`src/inc/dio_pkg.sv`:
```
// Constants for the drive terminals and the auto-restart logic.
// Assumes a 100 MHz clock and the plain register port.
package dio_pkg;

  localparam int ADDR_W = 8;
  localparam int DATA_W = 32;

  // Register byte offsets.
  localparam logic [7:0] OFS_CTRL_FIRST    = 8'h00;
  localparam logic [7:0] OFS_CTRL_SECOND   = 8'h04;
  localparam logic [7:0] OFS_TRIP_SELECT   = 8'h08;
  localparam logic [7:0] OFS_RESTART_MAX   = 8'h0C;
  localparam logic [7:0] OFS_RESTART_DELAY = 8'h10;
  localparam logic [7:0] OFS_TORQUE_LEVEL  = 8'h14;
  localparam logic [7:0] OFS_STATUS        = 8'h18;
  localparam logic [7:0] OFS_IRQ_STATUS    = 8'h1C;
  localparam logic [7:0] OFS_IRQ_MASK      = 8'h20;
  localparam logic [7:0] OFS_TRIP_RESET    = 8'h24;

  // Terminal control register layout.
  localparam int SEL_LSB     = 0;
  localparam int SEL_W       = 3;
  localparam int OUT_INV_BIT = 3;
  localparam int IN_INV_BIT  = 4;

  // Output source selector codes.
  localparam logic [2:0] SEL_NONE     = 3'h0;
  localparam logic [2:0] SEL_NO_FAULT = 3'h1;
  localparam logic [2:0] SEL_FAULT    = 3'h2;
  localparam logic [2:0] SEL_RUNNING  = 3'h3;
  localparam logic [2:0] SEL_NEAR_ZERO = 3'h4;
  localparam logic [2:0] SEL_ON_TARGET = 3'h5;
  localparam logic [2:0] SEL_TORQUE   = 3'h6;

  // Reset values.
  localparam logic [3:0]  RESTART_MAX_RST   = 4'h3;
  localparam logic [15:0] RESTART_DELAY_RST = 16'h0064;
  localparam logic [15:0] TORQUE_LEVEL_RST  = 16'h0000;

  // Interrupt status and mask bit positions.
  localparam int IRQ_ATTEMPT   = 0;
  localparam int IRQ_EXHAUSTED = 1;
  localparam int IRQ_CLEARED   = 2;
  localparam int IRQ_IN_FIRST  = 3;
  localparam int IRQ_IN_SECOND = 4;
  localparam int IRQ_W         = 5;

  // Status register layout.
  localparam int ST_COUNT_LSB = 0;
  localparam int ST_STATE_LSB = 4;
  localparam int ST_IN_LSB    = 8;
  localparam int ST_OE_LSB    = 10;
  localparam int ST_OUT_LSB   = 12;
  localparam int ST_TRIP_LSB  = 16;

  localparam int TRIP_RESET_BIT = 0;

  // Timing.
  localparam int CLK_PERIOD_NS = 10;
  localparam int TICK_NS       = 1000000;
  localparam int TICK_CYCLES   = TICK_NS / CLK_PERIOD_NS;
  localparam int CLEAR_MIN_MINUTES = 5;
  localparam int CLEAR_MIN_MS  = CLEAR_MIN_MINUTES * 60 * 1000;
  localparam int DELAY_MULT    = 4;
  localparam int PERCENT       = 100;

  typedef enum logic [1:0] {
    RS_IDLE   = 2'b00,
    RS_DELAY  = 2'b01,
    RS_RESET  = 2'b10,
    RS_LOCKED = 2'b11
  } restart_state_t;

endpackage

```
`src/rtl/drive_status_io.sv`:
```
// Configurable drive terminals and the auto-restart attempt counter.
// Assumes every input synchronous to clk_sys and a single-cycle register port.
//
// Contract
// Second terminal selectable input or output; resets to input, non-inverted.
// First terminal likewise; its role changes only from the configuration tool.
// Selector and output polarity both zero disable the output driver.
// Input polarity resets to pass-through; one inverts the sensed level.
// Selector values one to six make the terminal a status output, high when true.
// Selector one: high when run command absent or no trip active.
// Selector two: high on any trip; three: high while motor running.
// Selector four: high while output frequency below one percent of top limit.
// Selector five: high while frequency within one percent of top limit of setpoint.
// Selector six: high while torque magnitude at or above threshold.
// Output polarity resets to pass-through; one inverts the driven level.
// Auto-reset selected trips and restart, up to a programmed attempt count.
// Attempts used up: stop retrying, stay fault_present_indication until explicit trip reset. Here run command removal also releases the lock.
// Clear attempt count after trip-free run of max(5 minutes, 4 x delay).
// Clear attempt count on successful manual/remote reset or run removal.
// Count each automatic attempt; inhibit further attempts at the maximum.
//
// The register offsets and the address-and-strobe port were chosen for this implementation.
`timescale 1ns/10ps
module drive_status_io #(
  parameter int TRIP_W         = 16,                    // Number of trip event lines.
  parameter int FREQ_W         = 16,                    // Frequency word width.
  parameter int TORQUE_W       = 16,                    // Torque magnitude width.
  parameter int TICK_CYCLES    = dio_pkg::TICK_CYCLES,  // Clock cycles per millisecond tick.
  parameter int CLEAR_MIN_MS   = dio_pkg::CLEAR_MIN_MS  // Least trip-free run in ticks.
) (
  input  wire logic                     clk_sys,          // System clock, 100 MHz.
  input  wire logic                     sys_rst,          // Asynchronous reset, active high.
  input  wire logic [dio_pkg::ADDR_W-1:0] addr,           // Register byte address.
  input  wire logic [dio_pkg::DATA_W-1:0] wrData,         // Register write data.
  input  wire logic                     wrStrobe,         // Write strobe, one cycle.
  input  wire logic                     rdStrobe,         // Read strobe, one cycle.
  input  wire logic                     toolAccess,       // Access from the configuration tool.
  output logic [dio_pkg::DATA_W-1:0]    rdData,           // Read data, cycle after rdStrobe.
  input  wire logic                     runCommandInput,  // Run command level.
  input  wire logic [TRIP_W-1:0]        tripActive,       // Active trip events.
  input  wire logic                     motorRunning,     // Motor running level.
  input  wire logic [FREQ_W-1:0]        outputFreq,       // Output frequency magnitude.
  input  wire logic [FREQ_W-1:0]        setpointFreq,     // Frequency setpoint magnitude.
  input  wire logic [FREQ_W-1:0]        maxFreq,          // Top frequency limit.
  input  wire logic [TORQUE_W-1:0]      outputTorque,     // Output torque magnitude.
  input  wire logic                     remoteTripReset,  // Remote trip reset pulse.
  input  wire logic                     firstTerminalPin, // First terminal pin level in.
  input  wire logic                     secondTerminalPin, // Second terminal pin level in.
  output logic                          firstTerminalOutput, // First terminal drive level.
  output logic                          firstTerminalOe,  // First terminal driver enable.
  output logic                          secondTerminalOutput, // Second terminal drive level.
  output logic                          secondTerminalOe, // Second terminal driver enable.
  output logic                          firstTerminalInput, // First terminal sensed level.
  output logic                          secondTerminalInput, // Second terminal sensed level.
  output logic                          autoTripReset,    // Automatic trip reset pulse.
  output logic                          manualTripReset,  // Software trip reset pulse.
  output logic                          restartLocked,    // Attempts exhausted, drive held fault_present_indication.
  output logic [3:0]                    attemptCount,     // Restart attempts made.
  output logic                          irq               // Interrupt, level, active high.
);

  localparam int TICK_W = $clog2(TICK_CYCLES + 1);
  localparam logic [TICK_W-1:0] TICK_LAST = TICK_W'(TICK_CYCLES - 1);
  localparam int RUN_W = 20;
  localparam logic [RUN_W-1:0] CLEAR_MIN = RUN_W'(CLEAR_MIN_MS);
  localparam int SCALE_W = FREQ_W + 7;

  generate
    if (TRIP_W < 1 || TRIP_W > 16) begin : g_bad_trip
      $error("TRIP_W must be 1 to 16");
    end
    if (TICK_CYCLES < 1) begin : g_bad_tick
      $error("TICK_CYCLES must be at least 1");
    end
    if (CLEAR_MIN_MS < 1 || CLEAR_MIN_MS >= (1 << RUN_W)) begin : g_bad_clear
      $error("CLEAR_MIN_MS out of range");
    end
    if (FREQ_W < 1 || FREQ_W > 24 || TORQUE_W < 1 || TORQUE_W > 16) begin : g_bad_width
      $error("Frequency or torque width out of range");
    end
  endgenerate

  // Terminal configuration, index 0 is the first terminal, 1 the second.
  logic [2:0]        srcSel [2];
  logic [1:0]        outInv;
  logic [1:0]        inInv;
  logic [TRIP_W-1:0] tripSelect;
  logic [3:0]        restartMax;
  logic [15:0]       restartDelay;
  logic [TORQUE_W-1:0] torqueLevel;
  logic [dio_pkg::IRQ_W-1:0] irqStatus;
  logic [dio_pkg::IRQ_W-1:0] irqMask;

  logic [1:0] pinIn;
  logic [1:0] pinOut;
  logic [1:0] pinOe;
  logic [1:0] sensed;

  dio_pkg::restart_state_t state;
  logic [TICK_W-1:0] tickCount;
  logic              msTick;
  logic [15:0]       delayMs;
  logic [RUN_W-1:0]  tripFreeMs;
  logic              manualPending;

  logic wrFirst;
  logic wrSecond;
  logic wrIrqStatus;
  logic wrTripReset;
  logic anyTrip;
  logic selTrip;
  logic manualDone;
  logic attemptEvent;
  logic exhaustedEvent;
  logic clearedEvent;
  logic [dio_pkg::IRQ_W-1:0] irqEvents;
  logic [RUN_W-1:0] clearLimit;
  logic [6:0]       conditions;
  logic [SCALE_W-1:0] scaledOut;
  logic [SCALE_W-1:0] scaledDiff;
  logic [FREQ_W-1:0]  freqDiff;
  logic [dio_pkg::DATA_W-1:0] next_rdData;

  assign pinIn = {secondTerminalPin, firstTerminalPin};
  assign firstTerminalOutput  = pinOut[0];
  assign firstTerminalOe      = pinOe[0];
  assign secondTerminalOutput = pinOut[1];
  assign secondTerminalOe     = pinOe[1];
  assign firstTerminalInput   = sensed[0];
  assign secondTerminalInput  = sensed[1];

  assign wrFirst     = wrStrobe && (addr == dio_pkg::OFS_CTRL_FIRST) && toolAccess;
  assign wrSecond    = wrStrobe && (addr == dio_pkg::OFS_CTRL_SECOND);
  assign wrIrqStatus = wrStrobe && (addr == dio_pkg::OFS_IRQ_STATUS);
  assign wrTripReset = wrStrobe && (addr == dio_pkg::OFS_TRIP_RESET) && wrData[dio_pkg::TRIP_RESET_BIT];

  assign anyTrip = |tripActive;
  assign selTrip = |(tripActive & tripSelect);

  // Status conditions, indexed by selector code; index 0 is never driven out.
  assign scaledOut  = SCALE_W'(outputFreq) * SCALE_W'(dio_pkg::PERCENT);
  assign freqDiff   = (outputFreq >= setpointFreq) ? (outputFreq - setpointFreq) : (setpointFreq - outputFreq);
  assign scaledDiff = SCALE_W'(freqDiff) * SCALE_W'(dio_pkg::PERCENT);

  always_comb begin
    conditions = 7'h00;
    conditions[dio_pkg::SEL_NO_FAULT]  = !runCommandInput || !anyTrip;
    conditions[dio_pkg::SEL_FAULT]     = anyTrip;
    conditions[dio_pkg::SEL_RUNNING]   = motorRunning;
    conditions[dio_pkg::SEL_NEAR_ZERO] = scaledOut < SCALE_W'(maxFreq);
    conditions[dio_pkg::SEL_ON_TARGET] = scaledDiff <= SCALE_W'(maxFreq);
    conditions[dio_pkg::SEL_TORQUE]    = outputTorque >= torqueLevel;
  end

  genvar t;
  generate
    for (t = 0; t < 2; t++) begin : g_term
      status_source_mux u_mux (
        .clk_sys        (clk_sys),
        .sys_rst        (sys_rst),
        .sourceSelect   (srcSel[t]),
        .polarityInvert (outInv[t]),
        .conditions     (conditions),
        .pinOut         (pinOut[t]),
        .pinOe          (pinOe[t])
      );

      always_ff @(posedge clk_sys or posedge sys_rst) begin
        if (sys_rst) begin
          sensed[t] <= 1'b0;
        end else begin
          sensed[t] <= pinIn[t] ^ inInv[t];
        end
      end
    end
  endgenerate

  // Terminal configuration; both terminals come up as non-inverted inputs.
  always_ff @(posedge clk_sys or posedge sys_rst) begin
    if (sys_rst) begin
      srcSel[0] <= dio_pkg::SEL_NONE;
      srcSel[1] <= dio_pkg::SEL_NONE;
      outInv    <= 2'h0;
      inInv     <= 2'h0;
    end else begin
      if (wrFirst) begin
        srcSel[0] <= wrData[dio_pkg::SEL_LSB +: dio_pkg::SEL_W];
        outInv[0] <= wrData[dio_pkg::OUT_INV_BIT];
        inInv[0]  <= wrData[dio_pkg::IN_INV_BIT];
      end
      if (wrSecond) begin
        srcSel[1] <= wrData[dio_pkg::SEL_LSB +: dio_pkg::SEL_W];
        outInv[1] <= wrData[dio_pkg::OUT_INV_BIT];
        inInv[1]  <= wrData[dio_pkg::IN_INV_BIT];
      end
    end
  end

  // Restart parameters.
  always_ff @(posedge clk_sys or posedge sys_rst) begin
    if (sys_rst) begin
      tripSelect   <= '0;
      restartMax   <= dio_pkg::RESTART_MAX_RST;
      restartDelay <= dio_pkg::RESTART_DELAY_RST;
      torqueLevel  <= TORQUE_W'(dio_pkg::TORQUE_LEVEL_RST);
    end else if (wrStrobe) begin
      unique case (addr)
        dio_pkg::OFS_TRIP_SELECT:   tripSelect   <= wrData[TRIP_W-1:0];
        dio_pkg::OFS_RESTART_MAX:   restartMax   <= wrData[3:0];
        dio_pkg::OFS_RESTART_DELAY: restartDelay <= wrData[15:0];
        dio_pkg::OFS_TORQUE_LEVEL:  torqueLevel  <= wrData[TORQUE_W-1:0];
        default: ;
      endcase
    end
  end

  // Millisecond tick for the restart delay and trip-free timer.
  always_ff @(posedge clk_sys or posedge sys_rst) begin
    if (sys_rst) begin
      tickCount <= '0;
      msTick    <= 1'b0;
    end else if (tickCount == TICK_LAST) begin
      tickCount <= '0;
      msTick    <= 1'b1;
    end else begin
      tickCount <= tickCount + 1'b1;
      msTick    <= 1'b0;
    end
  end

  // A trip reset stays pending until no trip is left, which marks it successful, or until the run command is removed.
  assign manualDone = manualPending && !anyTrip;

  always_ff @(posedge clk_sys or posedge sys_rst) begin
    if (sys_rst) begin
      manualPending   <= 1'b0;
      manualTripReset <= 1'b0;
    end else begin
      manualTripReset <= wrTripReset;
      if (wrTripReset || remoteTripReset) begin
        manualPending <= 1'b1;
      end else if (manualDone || !runCommandInput) begin
        manualPending <= 1'b0;
      end
    end
  end

  // Auto-restart sequencer.
  assign attemptEvent   = (state == dio_pkg::RS_DELAY) && runCommandInput && selTrip
                          && msTick && (delayMs >= restartDelay);
  assign exhaustedEvent = (state == dio_pkg::RS_IDLE) && runCommandInput && selTrip
                          && (attemptCount >= restartMax);

  always_ff @(posedge clk_sys or posedge sys_rst) begin
    if (sys_rst) begin
      state         <= dio_pkg::RS_IDLE;
      delayMs       <= 16'h0000;
      autoTripReset <= 1'b0;
      restartLocked <= 1'b0;
    end else begin
      autoTripReset <= attemptEvent;
      unique case (state)
        dio_pkg::RS_IDLE: begin
          delayMs <= 16'h0000;
          if (exhaustedEvent) begin
            state         <= dio_pkg::RS_LOCKED;
            restartLocked <= 1'b1;
          end else if (runCommandInput && selTrip) begin
            state <= dio_pkg::RS_DELAY;
          end
        end
        dio_pkg::RS_DELAY: begin
          if (!runCommandInput || !selTrip) begin
            state <= dio_pkg::RS_IDLE;
          end else if (attemptEvent) begin
            state <= dio_pkg::RS_RESET;
          end else if (msTick) begin
            delayMs <= delayMs + 16'h0001;
          end
        end
        dio_pkg::RS_RESET: begin
          // Hold until the reset trips fall, so one trip costs exactly one attempt.
          if (!runCommandInput || !selTrip) begin
            state <= dio_pkg::RS_IDLE;
          end
        end
        dio_pkg::RS_LOCKED: begin
          // No retry from here; only an explicit reset or run removal releases it.
          if (manualDone || !runCommandInput) begin
            state         <= dio_pkg::RS_IDLE;
            restartLocked <= 1'b0;
          end
        end
      endcase
    end
  end

  // Trip-free run timer.
  assign clearLimit = (RUN_W'(restartDelay) * RUN_W'(dio_pkg::DELAY_MULT) > CLEAR_MIN)
                      ? RUN_W'(restartDelay) * RUN_W'(dio_pkg::DELAY_MULT) : CLEAR_MIN;
  assign clearedEvent = msTick && (tripFreeMs == clearLimit - 1'b1) && (attemptCount != 4'h0);

  always_ff @(posedge clk_sys or posedge sys_rst) begin
    if (sys_rst) begin
      tripFreeMs <= '0;
    end else if (!runCommandInput || !motorRunning || anyTrip) begin
      tripFreeMs <= '0;
    end else if (msTick && tripFreeMs < clearLimit) begin
      tripFreeMs <= tripFreeMs + 1'b1;
    end
  end

  // Attempt counter; any clearing cause wins over a same-cycle attempt.
  always_ff @(posedge clk_sys or posedge sys_rst) begin
    if (sys_rst) begin
      attemptCount <= 4'h0;
    end else if (!runCommandInput || manualDone) begin
      attemptCount <= 4'h0;
    end else if (clearedEvent) begin
      attemptCount <= 4'h0;
    end else if (attemptEvent && attemptCount != 4'hF) begin
      attemptCount <= attemptCount + 4'h1;
    end
  end

  // Interrupts: sticky status, write one to clear, a new event wins over its clear.
  always_comb begin
    irqEvents = '0;
    irqEvents[dio_pkg::IRQ_ATTEMPT]   = attemptEvent;
    irqEvents[dio_pkg::IRQ_EXHAUSTED] = exhaustedEvent;
    irqEvents[dio_pkg::IRQ_CLEARED]   = clearedEvent;
    irqEvents[dio_pkg::IRQ_IN_FIRST]  = sensed[0] != (pinIn[0] ^ inInv[0]);
    irqEvents[dio_pkg::IRQ_IN_SECOND] = sensed[1] != (pinIn[1] ^ inInv[1]);
  end

  always_ff @(posedge clk_sys or posedge sys_rst) begin
    if (sys_rst) begin
      irqStatus <= '0;
      irqMask   <= '0;
      irq       <= 1'b0;
    end else begin
      irqStatus <= (irqStatus & ~(wrIrqStatus ? wrData[dio_pkg::IRQ_W-1:0] : '0)) | irqEvents;
      if (wrStrobe && addr == dio_pkg::OFS_IRQ_MASK) begin
        irqMask <= wrData[dio_pkg::IRQ_W-1:0];
      end
      irq <= |(((irqStatus & ~(wrIrqStatus ? wrData[dio_pkg::IRQ_W-1:0] : '0)) | irqEvents) & irqMask);
    end
  end

  // Read path; data stand only in the cycle after the strobe, unmapped addresses read zero.
  always_comb begin
    next_rdData = '0;
    if (rdStrobe) begin
      unique case (addr)
        dio_pkg::OFS_CTRL_FIRST, dio_pkg::OFS_CTRL_SECOND: begin
          next_rdData[dio_pkg::SEL_LSB +: dio_pkg::SEL_W] = (addr == dio_pkg::OFS_CTRL_FIRST) ? srcSel[0] : srcSel[1];
          next_rdData[dio_pkg::OUT_INV_BIT] = (addr == dio_pkg::OFS_CTRL_FIRST) ? outInv[0] : outInv[1];
          next_rdData[dio_pkg::IN_INV_BIT]  = (addr == dio_pkg::OFS_CTRL_FIRST) ? inInv[0] : inInv[1];
        end
        dio_pkg::OFS_TRIP_SELECT:   next_rdData[TRIP_W-1:0] = tripSelect;
        dio_pkg::OFS_RESTART_MAX:   next_rdData[3:0] = restartMax;
        dio_pkg::OFS_RESTART_DELAY: next_rdData[15:0] = restartDelay;
        dio_pkg::OFS_TORQUE_LEVEL:  next_rdData[TORQUE_W-1:0] = torqueLevel;
        dio_pkg::OFS_STATUS: begin
          next_rdData[dio_pkg::ST_COUNT_LSB +: 4] = attemptCount;
          next_rdData[dio_pkg::ST_STATE_LSB +: 2] = state;
          next_rdData[dio_pkg::ST_IN_LSB +: 2]    = sensed;
          next_rdData[dio_pkg::ST_OE_LSB +: 2]    = pinOe;
          next_rdData[dio_pkg::ST_OUT_LSB +: 2]   = pinOut;
          next_rdData[dio_pkg::ST_TRIP_LSB +: TRIP_W] = tripActive;
        end
        dio_pkg::OFS_IRQ_STATUS:    next_rdData[dio_pkg::IRQ_W-1:0] = irqStatus;
        dio_pkg::OFS_IRQ_MASK:      next_rdData[dio_pkg::IRQ_W-1:0] = irqMask;
        default:                    next_rdData = '0;
      endcase
    end
  end

  always_ff @(posedge clk_sys or posedge sys_rst) begin
    if (sys_rst) begin
      rdData <= '0;
    end else begin
      rdData <= next_rdData;
    end
  end

endmodule

```
`src/rtl/status_source_mux.sv`:
```
// One terminal's output stage: condition select, polarity and driver enable.
// Assumes the condition vector is synchronous to clk_sys.
`timescale 1ns/10ps
module status_source_mux (
  input  wire logic       clk_sys,      // System clock.
  input  wire logic       sys_rst,      // Asynchronous reset, active high.
  input  wire logic [2:0] sourceSelect, // Output source selector.
  input  wire logic       polarityInvert, // Output polarity control.
  input  wire logic [6:0] conditions,   // Status conditions, index is selector code.
  output logic            pinOut,       // Registered pin level.
  output logic            pinOe         // Registered driver enable.
);

  logic picked;

  always_comb begin
    unique case (sourceSelect)
      dio_pkg::SEL_NO_FAULT,
      dio_pkg::SEL_FAULT,
      dio_pkg::SEL_RUNNING,
      dio_pkg::SEL_NEAR_ZERO,
      dio_pkg::SEL_ON_TARGET,
      dio_pkg::SEL_TORQUE:   picked = conditions[sourceSelect];
      default:               picked = 1'b0;
    endcase
  end

  always_ff @(posedge clk_sys or posedge sys_rst) begin
    if (sys_rst) begin
      pinOut <= 1'b0;
      pinOe  <= 1'b0;
    end else begin
      // Selector and polarity both zero leave the terminal as a pure input.
      pinOe  <= (sourceSelect != dio_pkg::SEL_NONE) || polarityInvert;
      pinOut <= picked ^ polarityInvert;
    end
  end

endmodule

```
`config.mk`:
```
export PLATFORM = sky130hd
export DESIGN_NAME = drive_status_io
export DESIGN_NICKNAME = d
export VERILOG_FILES = /design/src/inc/dio_pkg.sv /design/src/rtl/drive_status_io.sv /design/src/rtl/status_source_mux.sv
export SDC_FILE = /design/constraint.sdc
export NUM_CORES = 1
export LEC_CHECK = 0
export ABC_AREA = 1
export BUFFER_PORTS_ARGS = -buffer_cell sky130_fd_sc_hd__buf_2
export CAP_MARGIN = 0
export CELL_PAD_IN_SITES_DETAIL_PLACEMENT = 0
export CELL_PAD_IN_SITES_GLOBAL_PLACEMENT = 2
export CORE_UTILIZATION = 34
export CTS_CLUSTER_SIZE = 28
export DETAILED_ROUTE_END_ITERATION = 10
export PLACE_DENSITY = 0.85
export SYNTH_ARGS = -nofsm -noshare
export SYNTH_HDL_FRONTEND = slang
export SYNTH_HIERARCHICAL = 1
export SYNTH_SLANG_ARGS = --single-unit
```
`constraint.sdc`:
```
create_clock -name clk_sys -period 5.9 [get_ports clk_sys]
set_input_delay 0 -clock clk_sys [delete_from_list [all_inputs] [get_ports clk_sys]]
set_output_delay 0 -clock clk_sys [all_outputs]
set_load 0.01 [all_outputs]
```
==> results_dict.tcl <==
set metrics [dict create \
    critPathSlowestCell "fa_1" \
    drc 0 \
    syn_avg_cell_area_um2 7.00 \
    die_w_um 218 \
    final_common_cell "nand2_1" \
    fin_skew_ns 0.0128 \
    gp_congestion 0.910 \
    clkSinkCount 175 \
    syn_inst 2270 \
    cp_slowest_stage_delay_ns 0.53 \
    final_cell_mix "nand2_1, inv_1, ha_1" \
    tightest_slew_ns 1.09 \
    critical_path_peak_fanout 11 \
    max-vdd-ir-drop_v 0.000269 \
    ant_nets 0 \
    worst_path_most_repeated_cell "nand2_1" \
    hpwl_mm 38.8 \
    rsz0062_at_grt "false" \
    drv_cap 0 \
    path_delay_family "adder cells" \
    report.final.slew_viol_count 0 \
    grt_usage 0.203 \
    async_flop_share 1.00 \
    initial_core_util 0.347 \
    drtIter0Drc 886 \
    fp.dieH_um 218 \
    totalPowerFinal_mw 6.04 \
    cts_tree "done" \
    cp-start-kind "input pin" \
    synth_edf_count 0 \
    rows 78 \
    dieArea_mm2 0.0476 \
    netlist_area_mm2 0.0159 \
    wl_per_cell_um 15.3 \
    synthTopCellsByArea "dfrtp_1, ha_1, nand2_1" \
    clkTransAtPathRegs_ns 0.07 \
    antenna_found_initial 3 \
    synthToLayoutAreaGrowth_pct 15.5 \
    finalCritPeriodShare 0.905 \
    grt-ovfl-total 0 \
    ff_latch_area_mm2 0.00439 \
    hp-class "in -> async" \
    grt_pass1_wl_mm 76.1 \
    wl_mm 47.2 \
    nNetsFinal 2822 \
    yosys.area.top_type "dfrtp_1" \
    slew-limit-headroom 0.273 \
    power.density_mw_per_mm2 329 \
    synth.top_cell.area_share 0.268 \
    vias 14745 \
    p_leak_nw 9.97 \
    grt_pass1_vias 14431 \
    place_inst 3008 \
    drive_above_1_share 0.110 \
    cts_setup_buffers 0 \
    fin_crit_ns 5.34 \
    setup_viol_count_final 0 \
    yosysSeqAreaShare 0.276 \
    ys_warn_count 6 \
    outcome "finished clean" \
    design_area_mm2 0.0184 \
    hold_viol_final 0 \
    endpoint_kind "flop" \
    dpl_cell_area_mm2 0.0174 \
    htree_levels 4 \
    final_cell_count_no_fill 3079 \
    path_buf_inv 9 \
    ctsLongestPathBuffers 2 \
    crit_required_ns 6.23 \
    ctsRootBufferMaster "clkbuf_16" \
    cts_buffers 17 \
    ys_seq_elements 175 \
    finalSetupTns_ns 0 \
    nFillCells 4910 \
    multi_input_area_mm2 0.00970 \
    grt_max_degree 98 \
    synth_cell_types 56 \
    cp.arrival_ns 5.67 \
    io_buffer_count 159 \
    crit_type "in -> reg" \
    vias_per_cell 4.79 \
    max_freq_mhz 187 \
    ys.flop_type "dfrtp_1" \
    clock_latency_ns 0.44 \
    core_mm2 0.0458 \
    boundaryPins 176 \
    first_pass_iters 5 \
]
==> power breakdown <==
part	internal (mW)	switching (mW)
combinational	1.33	2.22
clock	0.680	0.510
sequential	1.24	0.0511
total	3.25	2.78
==> Yosys cell counts, types with 3 or more instances <==
| master | count |
|---|---|
| nor3_2 | 4 |
| nand3_1 | 136 |
| nor3_1 | 43 |
| inv_1 | 419 |
| and2_1 | 3 |
| o211ai_1 | 4 |
| o21a_1 | 4 |
| nand2_1 | 585 |
| o22ai_1 | 6 |
| buf_2 | 9 |
| o21ai_1 | 36 |
| fa_1 | 24 |
| ha_1 | 203 |
| dfrtp_1 | 170 |
| nor2_1 | 164 |
| inv_2 | 16 |
| clkbuf_1 | 14 |
| a21oi_1 | 101 |
| a21o_1 | 3 |
| buf_6 | 4 |
| o21ai_0 | 119 |
| a31oi_1 | 3 |
| buf_4 | 4 |
| dfstp_2 | 5 |
| o21ai_2 | 4 |
| nor2_4 | 3 |
| o221ai_1 | 4 |
| a41oi_1 | 3 |
| xnor2_1 | 9 |
| nor4_1 | 8 |
| nand2_2 | 22 |
| xor2_1 | 64 |
| o21bai_1 | 8 |
| nand4_1 | 39 |
==> layer usage <==
layer	global-route usage	part of all wire	vias up
met1	0.297	0.51	6738
met5	0	0.00049	-
met3	0.0239	0.042	40
li1	-	-	7626
met4	0.0410	0.012	4
met2	0.317	0.43	337
==> sequential cells by signal (all words and copies together) (netlist names), 2 cells and up <==
signal / count
irqStatus: 5
state: 2
rdData: 32
torqueLevel: 16
tripFreeMs: 20
attemptCount: 4
inInv: 2
irqMask: 5
outInv: 2
tripSelect: 16
restartMax: 4
g_term.u_mux/pinOut: 2
srcSel: 6
delayMs: 16
g_term.u_mux/pinOe: 2
tickCount: 17
restartDelay: 16
==> timing repair <==
| item | in CTS | in global routing |
|---|---|---|
| endpoints found under the setup margin | 0 | 2 |
| hold endpoints to repair | 159 | 0 |
| gates resized for setup | 0 | 5 |
| hold buffers | 38 | 0 |
==> tightest hold or removal path: stages <==
cell and delay [ns]:
dlygate4sd3_1 0.54, buf_2 0.16, inv_1 0.09
==> cell families (layout without fill, tap and decap cells) <==
family | after synthesis | after routing | share of synthesized area
compound gates | 304 | 304 | 0.105
xor+xnor | 73 | 73 | 0.0402
fa+ha+maj | 227 | 227 | 0.190
buf+inv | 470 | 677 | 0.115
flops | 175 | 175 | 0.276
other cells | 1 | 3 | 0.000236
simple gates | 1020 | 1020 | 0.274
==> stage by stage <==
step / setup slack (ns) / utilization / hold WS (ns)
after floorplan: 0.824 / - / -0.259
after global placement: 0.104 / 0.379 / -0.0870
after detailed placement: 0.000494 / 0.379 / -0.0861
after CTS: 0.431 / 0.401 / 0.00885
after global routing: 0.0575 / 0.401 / 0.0362
final: 0.559 / 0.401 / 0.0180
==> worst paths after layout <==
path                                                          to  slack [ns]                   startpoint  depth (start not counted)
worst max-delay path            g_term[1].u_mux/pinOut$_DFF_PP0_        0.56                outputFreq[0]                         42
worst min-delay path            g_term[0].u_mux/pinOut$_DFF_PP0_        0.02                      sys_rst                          3
min in group clk_sys                        state[0]$_DFFE_PP0P_        0.02              runCommandInput                          5
worst min register to register            tickCount[0]$_DFF_PP0_        0.47       tickCount[0]$_DFF_PP0_                          1
max in group asynchronous              tripSelect[9]$_DFFE_PP0P_        4.01                      sys_rst                          4
worst max register to register           delayMs[15]$_DFFE_PP0P_        3.50  restartDelay[2]$_DFFE_PP1P_                         13
==> layout make-up <==
type,instances,share of cell area
antenna,1,0.000136
clock buffer,19,0.0241
clock inverter,13,0.00886
inverter,437,0.0898
multi-input combinational,1626,0.529
sequential,175,0.239
tap,600,0.0409
timing repair buffer,208,0.0686
Power figures use the tool's default switching activity.
